**src/logic/drive_trip_pkg.sv**
```systemverilog
/*
  Shared constants and carriers for the drive fault-trip manager.
  Assumes a 250 MHz system clock and a 32-bit APB register bus.
*/
package drive_trip_pkg;

  // Register byte addresses
  localparam logic [7:0] ADDR_SEL = 8'h00;
  localparam logic [7:0] ADDR_LEVEL = 8'h04;
  localparam logic [7:0] ADDR_RESET = 8'h08;
  localparam logic [7:0] ADDR_STATUS = 8'h0C;
  localparam logic [7:0] ADDR_CODE = 8'h10;
  localparam logic [7:0] ADDR_WARN0 = 8'h14;
  localparam int WARN_DEPTH = 5;

  // Select register fields
  localparam int SEL_OL_LSB = 0;
  localparam int SEL_TH_LSB = 2;
  localparam int SEL_PL_ENABLE_BIT = 5;
  localparam int SEL_EXT_MAKE_BIT = 6;
  localparam int SEL_EXT_BREAK_BIT = 7;
  localparam int SEL_CHARGE_WIN_BIT = 8;
  localparam int SEL_RLY1_LSB = 16;
  localparam int SEL_RLY2_LSB = 24;
  localparam logic [31:0] SEL_RST = 32'h0000_0005;
  localparam logic [31:0] LEVEL_RST = 32'h0000_3296;
  localparam logic [4:0] BRAKE_FUNC = 5'h13;

  // Trip bit positions, index 0 is the highest priority
  localparam int NFAULT = 16;
  localparam int F_CHARGE = 0;
  localparam int F_OVERCUR = 1;
  localparam int F_GROUND = 2;
  localparam int F_OVERVOLT = 3;
  localparam int F_NTC = 4;
  localparam int F_HEATSINK = 5;
  localparam int F_FAN = 6;
  localparam int F_LINK = 7;
  localparam int F_EXT_MAKE = 8;
  localparam int F_EXT_BREAK = 9;
  localparam int F_DRV_OL = 10;
  localparam int F_MOT_TH = 11;
  localparam int F_MOT_OL = 12;
  localparam int F_PHASE = 13;
  localparam int F_BRAKE = 14;
  localparam int F_UNDERVOLT = 15;
  localparam logic [15:0] FATAL_MASK = 16'h0001;
  localparam logic [15:0] LEVEL_MASK = 16'h8000;

  // Limits and timing
  localparam logic [7:0] OC_LIMIT_PCT = 8'hC8;
  localparam logic [7:0] RATED_PCT = 8'h64;
  localparam int OL_EXCESS_PCT = 50;
  localparam int OL_TIME_S = 60;
  localparam int CLK_MHZ = 250;
  localparam int TICK_US = 1000;
  localparam int TICK_CYCLES = TICK_US * CLK_MHZ;
  localparam int HEAT_LIMIT = OL_EXCESS_PCT * OL_TIME_S * (1000000 / TICK_US);
  localparam int LINK_TIMEOUT_MS = 500;
  localparam int LINK_CYCLES = LINK_TIMEOUT_MS * 1000 * CLK_MHZ;
  localparam int CHARGE_WIN_MS = 1000;
  localparam int CHARGE_CYCLES = CHARGE_WIN_MS * 1000 * CLK_MHZ;

  // Pin bundle from the sensing circuits
  typedef struct packed {
    logic overvolt;
    logic undervolt;
    logic ground;
    logic charge_fault;
    logic heatsink_hot;
    logic thermistor_open;
    logic fan_fault;
    logic ext_make;
    logic ext_break_closed;
    logic ipc_alive;
    logic [2:0] phase_open;
    logic brake_on;
    logic fault_reset;
  } pins_s;

  // Measurements in percent of rating, on the system clock
  typedef struct packed {
    logic [7:0] out_current_pct;
    logic [7:0] motor_load_pct;
    logic [7:0] drive_load_pct;
  } meas_s;

endpackage

```
**src/logic/drive_fault_trip_manager.sv**
```systemverilog
/*
  Fault-trip manager: classifies protection detects, stops the drive, reports
  the highest-priority trip and keeps a warning history readable over APB.
  Assumes pins are asynchronous, measurements come from logic on clock_in.
*/
// Added by the designer: the register addresses and the APB interface to the registers.
// What this block does
// - Any enabled fault trips the drive or raises a warning, shown to the keypad
// - Near-simultaneous trips show only the highest-priority trip code
// - Level faults clear themselves when the cause goes, no history kept
// - Latch faults clear only when cause gone and a reset is given
// - Fatal faults survive reset inputs; only power-up reset clears them
// - Motor overload trips above set level when overload select nonzero
// - Output overcurrent trips above twice rated current
// - Overvoltage trips when DC bus exceeds its limit
// - Undervoltage is a level trip while DC bus is low
// - Output ground fault above its threshold trips
// - Motor thermal model trips when thermal select nonzero
// - Output phase loss trips only when phase-loss select bit five is set
// - Drive overload model allows 150 percent for one minute
// - Unstable input or charge circuit fault gives a fatal trip
// - Power returning within one second of undervoltage may cause charge trip
// - Heatsink overheat trips
// - Faulty power-switch thermistor trips
// - Cooling fan fault trips
// - External make trip on input closing, break trip on input opening
// - Processor link silent over 500 ms trips
// - Brake relay function with current below release level trips
// - Five warning history registers are readable
`timescale 1ns/1ps
module drive_fault_trip_manager
  import drive_trip_pkg::*;
#(
  parameter int TICK_CYC = TICK_CYCLES,
  parameter int HEAT_LIM = HEAT_LIMIT,
  parameter int LINK_CYC = LINK_CYCLES,
  parameter int CHARGE_CYC = CHARGE_CYCLES
) (
  // Clock and reset
  input wire logic clock_in,
  input wire logic resetn_in,
  // APB slave
  input wire logic psel_in,
  input wire logic penable_in,
  input wire logic pwrite_in,
  input wire logic [7:0] paddr_in,
  input wire logic [31:0] pwdata_in,
  output logic [31:0] prdata_out,
  output logic pready_out,
  output logic pslverr_out,
  // Sensing
  input wire drive_trip_pkg::pins_s pins_in,
  input wire drive_trip_pkg::meas_s meas_in,
  input wire logic [3:0] warn_in,
  // Drive and keypad
  output logic trip_out,
  output logic warn_out,
  output logic [4:0] trip_code_out,
  output logic [15:0] active_out
);
  import drive_trip_pkg::*;

  if (TICK_CYC < 1 || HEAT_LIM < 1 || LINK_CYC < 2 || CHARGE_CYC < 2)
  begin : g_bad_param
    $error("drive_fault_trip_manager timing parameters out of range");
  end

  // Lowest set index plus one, zero when none
  function automatic logic [4:0] first_hit(input logic [15:0] vec);
    logic [4:0] code;
    code = 5'h00;
    for (int k = NFAULT - 1; k >= 0; k--)
      if (vec[k])
        code = 5'(k + 1);
    return code;
  endfunction

  pins_s pin_lvl;
  logic [31:0] sel_ff;
  logic [31:0] level_ff;
  logic [15:0] active_ff;
  logic [15:0] det;
  logic clr_pulse;
  logic rst_pin_q_ff;
  logic alive_q_ff;
  logic uv_q_ff;
  logic [31:0] link_cnt_ff;
  logic [31:0] uv_cnt_ff;
  logic charge_glitch_ff;
  logic [31:0] tick_cnt_ff;
  logic tick;
  logic [1:0] th_trip;
  logic [7:0] th_pct [2];
  logic [3:0] warn_q_ff;
  logic [4:0] hist_ff [WARN_DEPTH];
  logic [4:0] nxt_warn_code;
  logic wr_en;
  logic rd_en;
  logic addr_ok;
  logic brake_mode;

  pin_filter #(
    .WIDTH($bits(pins_s))
  ) u_pin_filter (
    .clock_in(clock_in),
    .resetn_in(resetn_in),
    .pins_in(pins_in),
    .level_out(pin_lvl)
  );

  // APB decode; zero-wait answer in the access phase
  assign wr_en = psel_in && penable_in && pwrite_in;
  assign rd_en = psel_in && !penable_in && !pwrite_in;
  assign addr_ok = (paddr_in <= ADDR_WARN0 + 8'(4 * (WARN_DEPTH - 1))) && (paddr_in[1:0] == 2'b00);
  assign pready_out = psel_in && penable_in;
  assign pslverr_out = psel_in && penable_in && !addr_ok;

  always_ff @(posedge clock_in)
  begin
    if (!resetn_in)
    begin
      sel_ff <= SEL_RST;
      level_ff <= LEVEL_RST;
    end
    else if (wr_en && paddr_in == ADDR_SEL)
      sel_ff <= pwdata_in;
    else if (wr_en && paddr_in == ADDR_LEVEL)
      level_ff <= {16'h0000, pwdata_in[15:0]};
  end

  always_ff @(posedge clock_in)
  begin
    if (!resetn_in)
      prdata_out <= 32'h0000_0000;
    else if (rd_en)
    begin
      prdata_out <= 32'h0000_0000;
      if (paddr_in == ADDR_SEL)
        prdata_out <= sel_ff;
      else if (paddr_in == ADDR_LEVEL)
        prdata_out <= level_ff;
      else if (paddr_in == ADDR_STATUS)
        prdata_out <= {16'h0000, active_ff};
      else if (paddr_in == ADDR_CODE)
        prdata_out <= {27'h0, trip_code_out};
      else
        for (int w = 0; w < WARN_DEPTH; w++)
          if (paddr_in == ADDR_WARN0 + 8'(4 * w))
            prdata_out <= {27'h0, hist_ff[w]};
    end
  end

  // Fault reset from the register or the reset pin edge
  always_ff @(posedge clock_in)
  begin
    if (!resetn_in)
      rst_pin_q_ff <= 1'b0;
    else
      rst_pin_q_ff <= pin_lvl.fault_reset;
  end
  assign clr_pulse = (wr_en && paddr_in == ADDR_RESET && pwdata_in[0]) || (pin_lvl.fault_reset && !rst_pin_q_ff);

  // Millisecond tick for the thermal models
  always_ff @(posedge clock_in)
  begin
    if (!resetn_in || tick)
      tick_cnt_ff <= 32'h0000_0000;
    else
      tick_cnt_ff <= tick_cnt_ff + 32'h0000_0001;
  end
  assign tick = (tick_cnt_ff == 32'(TICK_CYC - 1));

  // Inverse-time integrators: drive overload and motor thermal
  assign th_pct[0] = meas_in.drive_load_pct;
  assign th_pct[1] = meas_in.out_current_pct;
  genvar t;
  for (t = 0; t < 2; t++)
  begin : g_heat
    logic [31:0] heat_ff;
    always_ff @(posedge clock_in)
    begin
      if (!resetn_in)
        heat_ff <= 32'h0000_0000;
      else if (tick && th_pct[t] > RATED_PCT)
        heat_ff <= heat_ff + 32'(th_pct[t] - RATED_PCT);
      else if (tick && heat_ff > 32'(RATED_PCT - th_pct[t]))
        heat_ff <= heat_ff - 32'(RATED_PCT - th_pct[t]);
      else if (tick)
        heat_ff <= 32'h0000_0000;
    end
    assign th_trip[t] = (heat_ff >= 32'(HEAT_LIM));
  end

  // Processor link watchdog restarted by any change of the alive pin
  always_ff @(posedge clock_in)
  begin
    if (!resetn_in)
    begin
      alive_q_ff <= 1'b0;
      link_cnt_ff <= 32'h0000_0000;
    end
    else
    begin
      alive_q_ff <= pin_lvl.ipc_alive;
      if (pin_lvl.ipc_alive != alive_q_ff)
        link_cnt_ff <= 32'h0000_0000;
      else if (link_cnt_ff < 32'(LINK_CYC))
        link_cnt_ff <= link_cnt_ff + 32'h0000_0001;
    end
  end

  // Short power loss: undervoltage that ends inside the charge window
  always_ff @(posedge clock_in)
  begin
    if (!resetn_in)
    begin
      uv_q_ff <= 1'b0;
      uv_cnt_ff <= 32'h0000_0000;
      charge_glitch_ff <= 1'b0;
    end
    else
    begin
      uv_q_ff <= pin_lvl.undervolt;
      charge_glitch_ff <= 1'b0;
      if (pin_lvl.undervolt && uv_cnt_ff < 32'(CHARGE_CYC))
        uv_cnt_ff <= uv_cnt_ff + 32'h0000_0001;
      else if (!pin_lvl.undervolt)
        uv_cnt_ff <= 32'h0000_0000;
      if (!pin_lvl.undervolt && uv_q_ff && uv_cnt_ff < 32'(CHARGE_CYC) && sel_ff[SEL_CHARGE_WIN_BIT])
        charge_glitch_ff <= 1'b1;
    end
  end

  assign brake_mode = (sel_ff[SEL_RLY1_LSB +: 5] == BRAKE_FUNC) || (sel_ff[SEL_RLY2_LSB +: 5] == BRAKE_FUNC);

  // Enabled fault detects
  always_comb
  begin
    det = 16'h0000;
    det[F_CHARGE] = pin_lvl.charge_fault || charge_glitch_ff;
    det[F_OVERCUR] = meas_in.out_current_pct > OC_LIMIT_PCT;
    det[F_GROUND] = pin_lvl.ground;
    det[F_OVERVOLT] = pin_lvl.overvolt;
    det[F_NTC] = pin_lvl.thermistor_open;
    det[F_HEATSINK] = pin_lvl.heatsink_hot;
    det[F_FAN] = pin_lvl.fan_fault;
    det[F_LINK] = link_cnt_ff >= 32'(LINK_CYC);
    det[F_EXT_MAKE] = sel_ff[SEL_EXT_MAKE_BIT] && pin_lvl.ext_make;
    det[F_EXT_BREAK] = sel_ff[SEL_EXT_BREAK_BIT] && !pin_lvl.ext_break_closed;
    det[F_DRV_OL] = th_trip[0];
    det[F_MOT_TH] = (sel_ff[SEL_TH_LSB +: 2] != 2'b00) && th_trip[1];
    det[F_MOT_OL] = (sel_ff[SEL_OL_LSB +: 2] != 2'b00) && (meas_in.motor_load_pct > level_ff[7:0]);
    det[F_PHASE] = sel_ff[SEL_PL_ENABLE_BIT] && (|pin_lvl.phase_open);
    det[F_BRAKE] = brake_mode && pin_lvl.brake_on && (meas_in.out_current_pct < level_ff[15:8]);
    det[F_UNDERVOLT] = pin_lvl.undervolt;
  end

  // Trip classes per bit; a detect in the clearing cycle keeps the trip
  genvar f;
  for (f = 0; f < NFAULT; f++)
  begin : g_trip
    always_ff @(posedge clock_in)
    begin
      if (!resetn_in)
        active_ff[f] <= 1'b0;
      else if (LEVEL_MASK[f])
        active_ff[f] <= det[f];
      else if (FATAL_MASK[f])
        active_ff[f] <= active_ff[f] || det[f];
      else
        active_ff[f] <= det[f] || (active_ff[f] && !clr_pulse);
    end
  end

  always_ff @(posedge clock_in)
  begin
    if (!resetn_in)
    begin
      trip_out <= 1'b0;
      trip_code_out <= 5'h00;
    end
    else
    begin
      trip_out <= |active_ff;
      trip_code_out <= first_hit(active_ff);
    end
  end
  assign active_out = active_ff;

  // Warning history, newest first
  assign nxt_warn_code = first_hit({12'h000, warn_in & ~warn_q_ff});
  always_ff @(posedge clock_in)
  begin
    if (!resetn_in)
    begin
      warn_q_ff <= 4'h0;
      warn_out <= 1'b0;
      for (int w = 0; w < WARN_DEPTH; w++)
        hist_ff[w] <= 5'h00;
    end
    else
    begin
      warn_q_ff <= warn_in;
      warn_out <= |warn_in;
      if (nxt_warn_code != 5'h00)
      begin
        hist_ff[0] <= nxt_warn_code;
        for (int w = 1; w < WARN_DEPTH; w++)
          hist_ff[w] <= hist_ff[w-1];
      end
    end
  end
endmodule

```
**src/logic/pin_filter.sv**
```systemverilog
/*
  Three-stage input synchroniser for a bundle of pins.
  Assumes asynchronous pins; the output moves only when stages two and three agree.
*/
`timescale 1ns/1ps
module pin_filter #(
  parameter int WIDTH = 1
) (
  // Clock and reset
  input wire logic clock_in,
  input wire logic resetn_in,
  // Pins and filtered levels
  input wire logic [WIDTH-1:0] pins_in,
  output logic [WIDTH-1:0] level_out
);

  logic [WIDTH-1:0] s1_ff;
  logic [WIDTH-1:0] s2_ff;
  logic [WIDTH-1:0] s3_ff;

  if (WIDTH < 1)
  begin : g_bad_width
    $error("pin_filter WIDTH must be at least 1");
  end

  always_ff @(posedge clock_in)
  begin
    s1_ff <= pins_in;
    s2_ff <= s1_ff;
    s3_ff <= s2_ff;
  end

  genvar i;
  for (i = 0; i < WIDTH; i++)
  begin : g_bit
    always_ff @(posedge clock_in)
    begin
      if (!resetn_in)
        level_out[i] <= 1'b0;
      else if (s2_ff[i] == s3_ff[i])
        level_out[i] <= s3_ff[i];
    end
  end

endmodule

```
**config.mk**
```make
export PLATFORM = sky130hd
export DESIGN_NAME = drive_fault_trip_manager
export DESIGN_NICKNAME = d
export VERILOG_FILES = /design/src/logic/drive_trip_pkg.sv /design/src/logic/drive_fault_trip_manager.sv /design/src/logic/pin_filter.sv
export SDC_FILE = /design/constraint.sdc
export NUM_CORES = 1
export LEC_CHECK = 0
export BUFFER_PORTS_ARGS = -buffer_cell sky130_fd_sc_hd__buf_2
export CORE_MARGIN = 2
export CORE_UTILIZATION = 50
export CTS_CLUSTER_DIAMETER = 150
export CTS_CLUSTER_SIZE = 8
export DETAILED_ROUTE_END_ITERATION = 8
export PLACE_DENSITY = 0.68
export SKIP_LAST_GASP = 1
export SYNTH_ARGS = -nofsm -noshare
export SYNTH_HDL_FRONTEND = slang
export SYNTH_SLANG_ARGS = --single-unit
```
**constraint.sdc**
```tcl
create_clock -name clock_in -period 12.08 [get_ports clock_in]
set_input_delay 0.604 -clock clock_in [delete_from_list [all_inputs] [get_ports clock_in]]
set_output_delay 0.604 -clock clock_in [all_outputs]
set_load 0.05 [all_outputs]
```
==> After elaboration in Yosys (flattened, before gate mapping) <==
Memories as Yosys holds them, arrays and structs flattened.
Index checks and enable logic that the tools add are counted.
{ "totals": {"regBits": 330, "memories": 1, "ram_bits": 25, "in_bits": 88} }
{ "mem_list": {"columns": ["memory", "depth", "width", "read_ports", "rd_ports_with_merged_regs", "wr", "line", "source"], "rows": [
  ["hist_ff", 5, 5, 5, 0, 5, "drive_fault_trip_manager.sv:95", "logic [4:0] hist_ff [WARN_DEPTH];"]
]} }
{ "classes": {"eq_ne": 29, "n_reduce_logical": 83, "order_cmp": 13, "mux": 46, "bitwise": 9, "n_addsub": 11} }
{ "ops": {"columns": ["operator", "count"], "rows": [
  ["$mux W32", 15],
  ["$add A32 B1 Y32 const B", 3],
  ["$add A32 B32 Y32", 2],
  ["$ge A32 B22 Y1 const B", 2],
  ["$gt A32 B32 Y1", 2],
  ["$sub A32 B32 Y32", 2],
  ["$mux W5", 10],
  ["$logic_and A1 B1 Y1", 40],
  ["$eq A32 B18 Y1 const B", 1],
  ["$eq A8 B5 Y1 const B", 4],
  ["$ge A32 B27 Y1 const B", 1],
  ["$lt A32 B27 Y1 const B", 1],
  ["$lt A32 B28 Y1 const B", 1],
  ["$mux W4", 8],
  ["$reduce_or A16 Y1", 2],
  ["$logic_or A1 B1 Y1", 19],
  ["$sub A7 B8 Y9 const A", 2],
  ["$sub A8 B7 Y9 const B", 2],
  ["$eq A8 B4 Y1 const B", 2],
  ["$eq A8 B6 Y1 const B", 2],
  ["$gt A8 B7 Y1 const B", 2],
  ["$eq A1 B1 Y1", 15],
  ["$mux W3", 5],
  ["$eq A5 B5 Y1 const B", 2],
  ["24 further kinds", 46]
]} }

==> Logic depth before layout (Yosys ltp) <==
Gate-level depths: netlist of run 1.
{ "depth": {"depth_word": 16, "ltp_mapped": 18} }

==> Cells and area by module <==
Synthesis of run 1 repeated with hierarchy kept, for this count alone.
{ "unflattened": {"hier_cells": 2539, "area_unflattened_um2": 20719.9} }
{ "by_module_without_submodules": {"columns": ["mod", "instances", "area_each_um2", "cells_each", "seq_area_each_um2"], "rows": [
  ["drive_fault_trip_manager", 1, 19225.9, 2433, 5855.6],
  ["pin_filter", 1, 1493.9, 106, 1201.2]
]} }

==> Worst setup path after synthesis of run 1 <==
No wires, ideal clock.
{ "synth_timing": {"path_kind": "input -> register", "start": "input port meas_in[17] in the netlist's numbering", "end": "register g_heat[1].heat_ff[26]", "arrival_ps": 4629, "setup_ps": 133, "cell_stages": 16, "path_slack_ps": 7318, "path_cell_list": "inv_1 > ha_1 > a21oi_1 > or2_2 > a31oi_1 > ha_1 > a2111oi_0 > o21ai_0 > and3_1 > o21ai_0 > o21bai_1 > a2111oi_0 > nor3_1 > xor2_1 > nand2_1 > a31oi_1"} }
{ "synth_between": {"elab_chain_cells": 5, "word_cells_on_any_way": 11, "cone_classes": "add/sub: 4; order compare: 2; mux: 2; reduce/logical: 3"} }
{ "synth_lines": {"columns": ["item", "line", "source"], "rows": [
  ["start, declared", "drive_fault_trip_manager.sv:53", "input wire drive_trip_pkg::meas_s meas_in,"],
  ["$sub A7 B8 Y9", "drive_fault_trip_manager.sv:186, drive_fault_trip_manager.sv:187", null],
  ["$gt A32 B32 Y1", "drive_fault_trip_manager.sv:186", "else if (tick && heat_ff > 32'(RATED_PCT - th_pct[t]))"],
  ["$logic_and A1 B1 Y1", "drive_fault_trip_manager.sv:186", null],
  ["$mux W32", "drive_fault_trip_manager.sv:186", null],
  ["$mux W32", "drive_fault_trip_manager.sv:184", "else if (tick && th_pct[t] > RATED_PCT)"],
  ["end signal, assigned", "drive_fault_trip_manager.sv:185", "heat_ff <= heat_ff + 32'(th_pct[t] - RATED_PCT);"],
  ["end signal, assigned", "drive_fault_trip_manager.sv:187", "heat_ff <= heat_ff - 32'(RATED_PCT - th_pct[t]);"],
  ["end, declared", "drive_fault_trip_manager.sv:179", "logic [31:0] heat_ff;"]
]} }
Several ways; a longest one is shown, not always the timed one.
A chain may end at the register's enable or synchronous reset.

==> Final worst setup path of run 1 <==
{ "layout_timing": {"start": "input port meas_in[17] in the netlist's numbering", "end": "register g_heat[1].heat_ff[12]"} }
The elaborated chain is that of the path after synthesis.

==> impl_summary.md, run 1 <==
STA
Setup violations remaining at the end of the flow were counted as 0. Setup repair after global routing left no endpoint under its margin. The hold violation count in the final report is 0. The post-route setup TNS is 0 ns. The worst max-slew margin expressed relative to the limit is 15.54%.

The worst path in the final design needs a cycle of 4.311 ns, including I/O delays and setup. The number of max-slew violations in the final report is 0. Based on the critical path, the design can be clocked at up to 0.2320 GHz. For the final database, setup skew stands at 0.02399 ns. The final worst hold slack is 0.1243 ns. Of the available clock period, the critical path in the final layout requires 35.69%.

Setup slack on the critical path of the routed design comes to 7.769 ns. The transition time of the tightest slew-check pin is 1.264 ns.

Finish
The final standard cell area without fillers is 22900 um2. The number of nets in the layout is 2884. The filler-free cell count of the finished design is 3176.

The layout overhead on the synthesized area is 12.42%. Of the cells placed in the final design, the portion with a size suffix greater than 1 is 9.421%. Cells fill 57.25% of the core in the end.

CTS
The clock net sink count is 345. In this run the clock root is driven by a clkbuf_16. The number of buffers between clock root and the deepest sink is 3. TritonCTS built the clock tree. The total of cells resized after clock tree synthesis is 0.

After clock tree synthesis, the clock-pin slew on the worst setup and hold paths is 0.05 ns. The number of levels the H-tree was split into is 2. Buffers added to address setup during post-CTS repair amount to 0. Hold repair after CTS inserted 0 buffers.

The clock latency at the later pin of the worst-skew pair is 0.58 ns. Clock tree synthesis inserted a total of 49 buffers.

Die
The initial core utilization is 50.93%. The floorplan row count is 73. The die boundary width is 205.9 um. The region available for standard cell placement spans 40010 um2. The height of the die is 205.9 um. The number of primary I/O pins is 145. The floorplan die area is 42380 um2.

Logic synthesis
The count of distinct cell types in the synthesized netlist is 83. Sequential cells were found to cover 34.64% of the synthesized design area. The post-synthesis instance area is 20370 um2. In the synthesized netlist the dominant register cell turns out to be dfxtp_1. The synthesized area per cell is 8.085 um2. During synthesis, Yosys emitted a total of 0 warnings.

After synthesis, the share of flip-flops with an asynchronous set or reset is 0%. The number of nets in the synthesized netlist is 2770. In this run, synthesis inferred 15 flip-flops with an integrated enable. The synthesized instance count is 2520. The number of storage elements in the synthesis netlist is 345.

Setup path
The sort of element at the end of the critical path is a flip-flop. The data arrival time at the worst-slack endpoint is 4.80 ns. The critical path starts at meas_in[17].

Along the worst path, the maximum fanout reaches 26. In this run the critical register-to-register path is launched from g_heat[1].heat_ff[0]$_SDFFE_PN0P_. The category of the most critical setup path is input port to flip-flop. The worst setup path is launched from an input port. The required time of the critical path is 12.57 ns.

Global route
The initial antenna violation count is 7. The via count of the first global-routing pass is 17340. Global routing finished with a remaining overflow of 0. The global-route track usage on met1 is 36.88%.

For this run, the total global-route usage over all layers was measured as 25.94%. In the global route stage, met2 resource usage came out at 40.30%. The global-route wire length before repair is 89440 um. The global routing stage identified its most utilized layer as met2. Global routing used 3.295% of the available met3 tracks. The pin count of the biggest net entering global routing is 89.

Detailed routing
The post-route antenna net violation count is 0. The first detailed-routing pass ran for 5 iterations. The first routing iteration left 1311 violations. For this block, the via count after detailed routing is 18730. In the final routed layout, each cell accounts on average for 17.64 um. After detailed routing, the number of remaining DRC violations is 0. The post-detailed-route via-to-cell ratio is 5.896. For this block, the routed nets add up to 56020 um of wire.

Power and ir drop
For this design the static power due to leakage is 9.482 nW. The total power consumption of the routed design is 2.699 mW. Dividing total power by cell area gives a power density of 117.8 nW/um2. The worst-case IR drop observed on VDD is 0.0001593 V.

Min path
The worst hold path begins at pins_in[3]. The tightest min-delay check is of the input port to flip-flop type.

Placed design
Prior to clock tree synthesis, the placed netlist has a worst setup slack of 7.215 ns. The post-DP HPWL is 40090 um. Input and output buffers added on the ports amount to 144. Summing all placed instances gives a cell area of 21540 um2. Routability-driven placement finished with a final weighted congestion of 0.8985. The total placed cells including tap cells is 3108.

Run
Across the run, the number of max-cap violations was 0.

Status
The run finished with clean final reports.
==> per-layer routing <==
metal	vias up	share of wire (%)
met2	573	44
met5	-	0
met4	0	2.8
met3	96	5.6
met1	8769	47
li1	9288	-
==> sequential cells by signal, indices dropped and copies added (netlist names), 16 cells and up <==
name            flops
active_out         16
g_heat.heat_ff     64
level_ff           16
link_cnt_ff        32
prdata_out         32
sel_ff             32
tick_cnt_ff        32
uv_cnt_ff          32
==> cell families (layout without fill, tap and decap cells) <==
family | Yosys count | count (layout) | share of synthesized area [%]
DFF | 345 | 345 | 34.64
and+or+nand+nor | 919 | 919 | 21.01
buffers and inverters | 173 | 296 | 3.242
xor gates and xnor gates | 193 | 193 | 8.296
muxes | 8 | 8 | 0.3930
other | 0 | 8 | 0
AOI/OAI and AO/OA | 720 | 720 | 22.32
adders and majority gates | 162 | 162 | 10.10
==> Yosys cell counts, drive strengths merged, types with 10 or more instances <==
library cell  instances  share of area, %
nor3                 46               1.2
nor4                 15              0.49
nand3               107               2.6
a31oi                32              0.98
clkbuf               90               1.7
a21oi               266               6.6
xor2                 92               4.0
nor2b                18              0.55
and3                 31              0.95
inv                  74               1.4
or3                  22              0.68
nand4                36               1.1
a211oi               30               1.2
a311oi               11              0.47
a222oi               13              0.64
a22oi                17              0.63
dfxtp               330                32
o211ai               13              0.48
a221oi               11              0.47
and2                 26              0.81
o21bai               15              0.55
and4                 10              0.43
o21a                 32               1.2
a21o                 64               2.4
xnor2               101               4.3
o21ai               142               3.5
edfxtp               15               2.2
nand2               290               5.4
nor2                261               4.8
ha                  158               9.7
nand2b               24              0.74
==> placed cells by master, fill, tap and decap left out, types with 10 or more instances in the layout <==
cell       Yosys  layout
dfxtp_1      330     330
nand2_1      288     288
a21oi_1      265     264
nor2_1       261     260
ha_1         158     158
buf_2          6     144
o21ai_0      130     130
nand3_1      107     107
xnor2_1      101     101
xor2_1        92      92
inv_1         73      73
a21o_1        64      64
clkbuf_16      0      49
nor3_1        43      41
nand4_1       36      36
o21a_1        32      32
and3_1        31      31
a31oi_1       32      29
a211oi_1      28      28
nand2b_1      24      24
and2_1        24      23
or3_1         22      22
nor2b_1       18      18
buf_4          1      18
a22oi_1       17      17
o21bai_1      15      15
edfxtp_1      15      15
nor4_1        14      14
o211ai_1      13      13
a222oi_1      13      13
a311oi_1      11      11
a221oi_1      11      11
o21ai_1       11      11
and4_1        10      10
==> worst max-delay path, cell delays in order <==
cell and delay, ns:
buf_2 0.14, inv_1 0.11, ha_1 0.22, a21oi_1 0.11, or2_2 0.30, a31oi_2 0.18
buf_4 0.33, ha_1 0.28, and4_1 0.24, nor2b_1 0.23, o31ai_1 0.12, o21ai_1 0.31
a21oi_1 0.17, a211oi_2 1.03, a22oi_1 0.16, a211oi_1 0.26
==> worst paths after layout <==
| kind | to | slack, ns | cells after the start |
|---|---|---|---|
| max | g_heat[1].heat_ff[12]$_SDFFE_PN0P_ | 7.77 | 16 |
| min reg2reg | u_pin_filter.s2_ff[4]$_DFF_P_ | 0.32 | 0 |
| min | u_pin_filter.s1_ff[3]$_DFF_P_ | 0.12 | 1 |
| max reg2reg | g_heat[1].heat_ff[30]$_SDFFE_PN0P_ | 8.41 | 13 |
==> cell type report <==
type | count | area (um2)
fill | 3606 | 17100
multi-input combinational | 2002 | 12690
sequential | 345 | 7057
clock buffer | 56 | 1252
timing repair buffer | 162 | 855.8
tap | 525 | 656.9
inverter | 74 | 280.3
clock inverter | 4 | 88.84
antenna | 8 | 20.02
==> power by group <==
part / switching [mW] / total (mW) / internal [mW]
Clock: 0.502 / 1.23 / 0.727
Sequential: 0.0176 / 1.19 / 1.17
Combinational: 0.181 / 0.279 / 0.0979
Power figures use the tool's default switching activity.
==> run 2, diff against run 1 <==
--- a/config.mk
+++ b/config.mk
@@ -11,7 +11,7 @@
 export CTS_CLUSTER_DIAMETER = 150
 export CTS_CLUSTER_SIZE = 8
 export DETAILED_ROUTE_END_ITERATION = 8
-export PLACE_DENSITY = 0.68
+export PLACE_DENSITY = 0.71
 export SKIP_LAST_GASP = 1
 export SYNTH_ARGS = -nofsm -noshare
 export SYNTH_HDL_FRONTEND = slang
==> constraint.sdc (replaced) <==
create_clock -name clock_in -period 3.6 [get_ports clock_in]
set_input_delay 0.18 -clock clock_in [delete_from_list [all_inputs] [get_ports clock_in]]
set_output_delay 0.18 -clock clock_in [all_outputs]
set_load 0.05 [all_outputs]
==> impl_summary.md, run 2 (synthesis results as in run 1) <==
Min path
The startpoint of the most critical hold path is meas_in[22] (was pins_in[3]). The number of cells traversed by the worst hold path is 3 (was 1). The endpoint with the worst hold slack is active_out[1]$_SDFF_PN0_ (was u_pin_filter.s1_ff[3]$_DFF_P_). The type of the tightest min-delay check is input port to flip-flop (unchanged).

Setup path
The source of the worst register-to-register timing path was g_heat[1].heat_ff[0]$_SDFFE_PN0P_ (unchanged). Cell chain of the critical path: buf_2 > inv_1 > ha_1 > a21oi_1 > or2_2 > a31oi_4 > buf_12 > ha_1 > and4_1 > nor2b_1 > o31ai_1 > o21ai_1 > a21oi_1 > buf_4 > a211oi_2 > buf_4 > a22oi_1 > a211oi_1 (was buf_2 > inv_1 > ha_1 > a21oi_1 > or2_2 > a31oi_2 > buf_4 > ha_1 > and4_1 > nor2b_1 > o31ai_1 > o21ai_1 > a21oi_1 > a211oi_2 > a22oi_1 > a211oi_1). The sort of element at the end of the critical path is a flip-flop (unchanged).

The critical register-to-register path endpoint is g_heat[1].heat_ff[30]$_SDFFE_PN0P_ (unchanged). The maximum fanout along the worst path was 8 (was 26). The data arrival time at the worst-slack endpoint is 3.84 ns (was 4.80 ns). The sum of buffers and inverters on the critical path is 5 (was 3).

The cell type group with the largest total delay on the critical path is compound AO/OA/AOI/OAI gates (unchanged). The delay of the slowest cell on the worst path was 0.34 ns (was 1.03 ns). The required time of the critical path is 4.09 ns (was 12.57 ns). The category of the most critical setup path is input port to flip-flop (unchanged).

The number of cells on the worst reg-to-reg path is 13 (unchanged). The type of origin of the critical path is an input port (unchanged). The setup slack of the most critical reg-to-reg path came to 0.35 ns (was 8.41 ns). The cell with the largest stage delay on the worst path is o21ai_1 (was a211oi_2).

STA
The hold violation count in the final report is 0 (unchanged). The final worst hold slack is 0.1395 ns (was 0.1243 ns). The worst max-slew margin expressed relative to the limit is 31.88% (was 15.54%). The final period utilization is 93.02%. Static timing analysis puts the maximum clock frequency at 0.2986 GHz. The worst clock skew is 0.02048 ns (was 0.02399 ns). The setup violation total in the final timing report is 0 (unchanged). Setup repair after global routing missed its margin: no (unchanged). The post-route setup TNS is 0 ns (unchanged). The worst path needs 3.349 ns of the cycle, external delays included. The number of max-slew violations in the final report is 0 (unchanged). The worst setup slack after layout came to 0.2513 ns (was 7.769 ns). The transition time of the tightest slew-check pin is 1.019 ns (was 1.264 ns).

Global route
The via count of the first global-routing pass is 18870 (was 17340). The pin count of the biggest net entering global routing was 76 (was 89). The global-route wire length before repair came to 93610 um (was 89440 um). The initial antenna violation count was 0 (was 7). The leftover overflow at the end of global routing was 0 (unchanged).

The overall track demand over capacity in global routing is 26.88% (was 25.94%).

Detailed routing
The total wire length after detailed routing was 58740 um (was 56020 um). The number of DRC markers after the initial detailed-route iteration is 1812 (was 1311). The post-route antenna net violation count is 0 (unchanged).

The number of detailed-route iterations in the first pass was 5 (unchanged). The post-detailed-route via-to-cell ratio is 5.900 (was 5.896). The total DRC errors in the routed layout was 0 (unchanged).

The routed via count was 19720 (was 18730). The mean routed wirelength per cell is 17.58 um (was 17.64 um).

Die
The number of primary I/O pins is 145 (unchanged). The floorplan core area came to 40010 um2 (unchanged). The floorplan die area is 42380 um2 (unchanged). The floorplan row count is 73 (unchanged). The height of the die is 205.9 um (unchanged). The die boundary width is 205.9 um (unchanged). The initial core utilization was 50.93% (unchanged).

CTS
The number of buffers between clock root and the deepest sink is 3 (unchanged). The clock buffer count from CTS is 49 (unchanged). The CTS tree is yes (unchanged). The clock net sink count is 345 (unchanged). The clock input transition at the sequential cells of the worst setup and hold paths is 0.05 ns (about the same).

The root buffer selected by CTS was clkbuf_16 (unchanged). The clock latency at the later pin of the worst-skew pair came to 0.58 ns (about the same). The number of levels the H-tree was split into is 2 (unchanged).

Finish
Commonest cells after routing, fill and taps aside: dfxtp_1 (330), nand2_1 (288), a21oi_1 (264), nor2_1 (260), ha_1 (158) (unchanged). The area used by sequential logic in the layout is 7057 um2 (unchanged). The number of nets in the layout came to 3060 (was 2884). The filler-free cell count of the finished design is 3342 (was 3176). The number of diodes added for antenna fixing is 0 (was 8).

The share of post-route cells with drive strength above 1 was 13.28% (was 9.421%). The most common cell after layout, fill and taps aside was dfxtp_1 (unchanged). The multi-input gate area in the final layout is 12740 um2 (was 12690 um2). The flip-flop count of the largest register after layout came to 64 (unchanged). The register name with the most flops is g_heat.heat_ff (unchanged). The layout overhead on the synthesized area was 19.57% (was 12.42%). The number of filler instances in the final layout is 3469 (was 3606).

Power and ir drop
The total power consumption of the routed design was 9.148 mW (was 2.699 mW). The peak supply drop came to 0.0003509 V (was 0.0001593 V). The power per cell area is 375.5 nW/um2 (was 117.8 nW/um2).

The static power due to leakage is 10.31 nW (was 9.482 nW).

Status
Run status: completed (unchanged).

Placed design
The number of buffers inserted by port buffering is 144 (unchanged). The routability congestion estimate is 0.9383 (was 0.8985). The post-DP HPWL is 42100 um (was 40090 um). The pre-CTS worst setup slack was -0.3234 ns (was 7.215 ns).

The total placed cells including tap cells is 3232 (was 3108).

Run
The count of max-cap constraint violations is 0 (unchanged).
[run 2: cell types whose count changed in the layout (fill, tap and decap cells not counted), sizes merged]
cell and delta:
buf +124, dlygate4sd3 +51, diode -8, clkbuf -2
a21oi +1
[run 2: area by class of cell]
type / count / share of cell area (%)
well taps: 525 / 2.696
clock inverters: 4 / 0.2054
clock buffers: 54 / 5.110
flip-flops and latches: 345 / 28.97
repair buffers: 337 / 9.583
multi-input cells: 2003 / 52.29
inverters: 74 / 1.150
[run 2: what timing repair did]
action | 4_1_cts | 5_1_grt
setup endpoints to repair | 0 | 6
gates resized for setup | 0 | 2
endpoints found under the hold margin | 68 | 0
hold buffers | 51 | 0
setup buffers | 0 | 0
[run 2: how the worst max path moves through the flow]
stage | from | to | slack (ns) | depth (start not counted)
2_1_floorplan | meas_in[17] | g_heat[1].heat_ff[26]$_SDFFE_PN0P_ | 0.008 | 16
3_3_place_gp | meas_in[16] | g_heat[1].heat_ff[15]$_SDFFE_PN0P_ | -0.26 | 17
3_5_place_dp | meas_in[19] | g_heat[1].heat_ff[15]$_SDFFE_PN0P_ | -0.32 | 17
4_1_cts | g_heat[1].heat_ff[0]$_SDFFE_PN0P_ | g_heat[1].heat_ff[30]$_SDFFE_PN0P_ | 0.25 | 13
5_1_grt | meas_in[19] | g_heat[1].heat_ff[9]$_SDFFE_PN0P_ | 0.04 | 18
6_report | meas_in[19] | g_heat[1].heat_ff[9]$_SDFFE_PN0P_ | 0.25 | 18
[run 2: tightest hold or removal path, stage by stage]
cell	delay, ns
buf_2	0.20
a32oi_1	0.21
nor2_1	0.06
[run 2: metal layers]
layer | global-route usage (%) | vias up | wire length (um)
met3 | 3.910 | 166 | 3687
met4 | 11.07 | 0 | 2194
met1 | 35.45 | 9248 | 25710
met2 | 44.13 | 670 | 27150
met5 | 0 | - | 0
li1 | - | 9634 | -
[run 2: per-stage QoR]
| step | util, % | instance area (um2) |
|---|---|---|
| 2_1_floorplan | - | 20420 |
| 5_1_grt | 60.90 | 24360 |
| 3_5_place_dp | 56.33 | 22540 |
| 4_1_cts | 60.84 | 24340 |
| 6_report | 60.90 | 24360 |
| 3_3_place_gp | 56.33 | 22540 |
[run 2: where the power goes]
part | switching, mW | internal [mW] | total, mW
registers | 0.0656 | 3.94 | 4.00
clock network | 1.65 | 2.41 | 4.06
logic | 0.647 | 0.438 | 1.08
total | 2.36 | 6.78 | 9.15
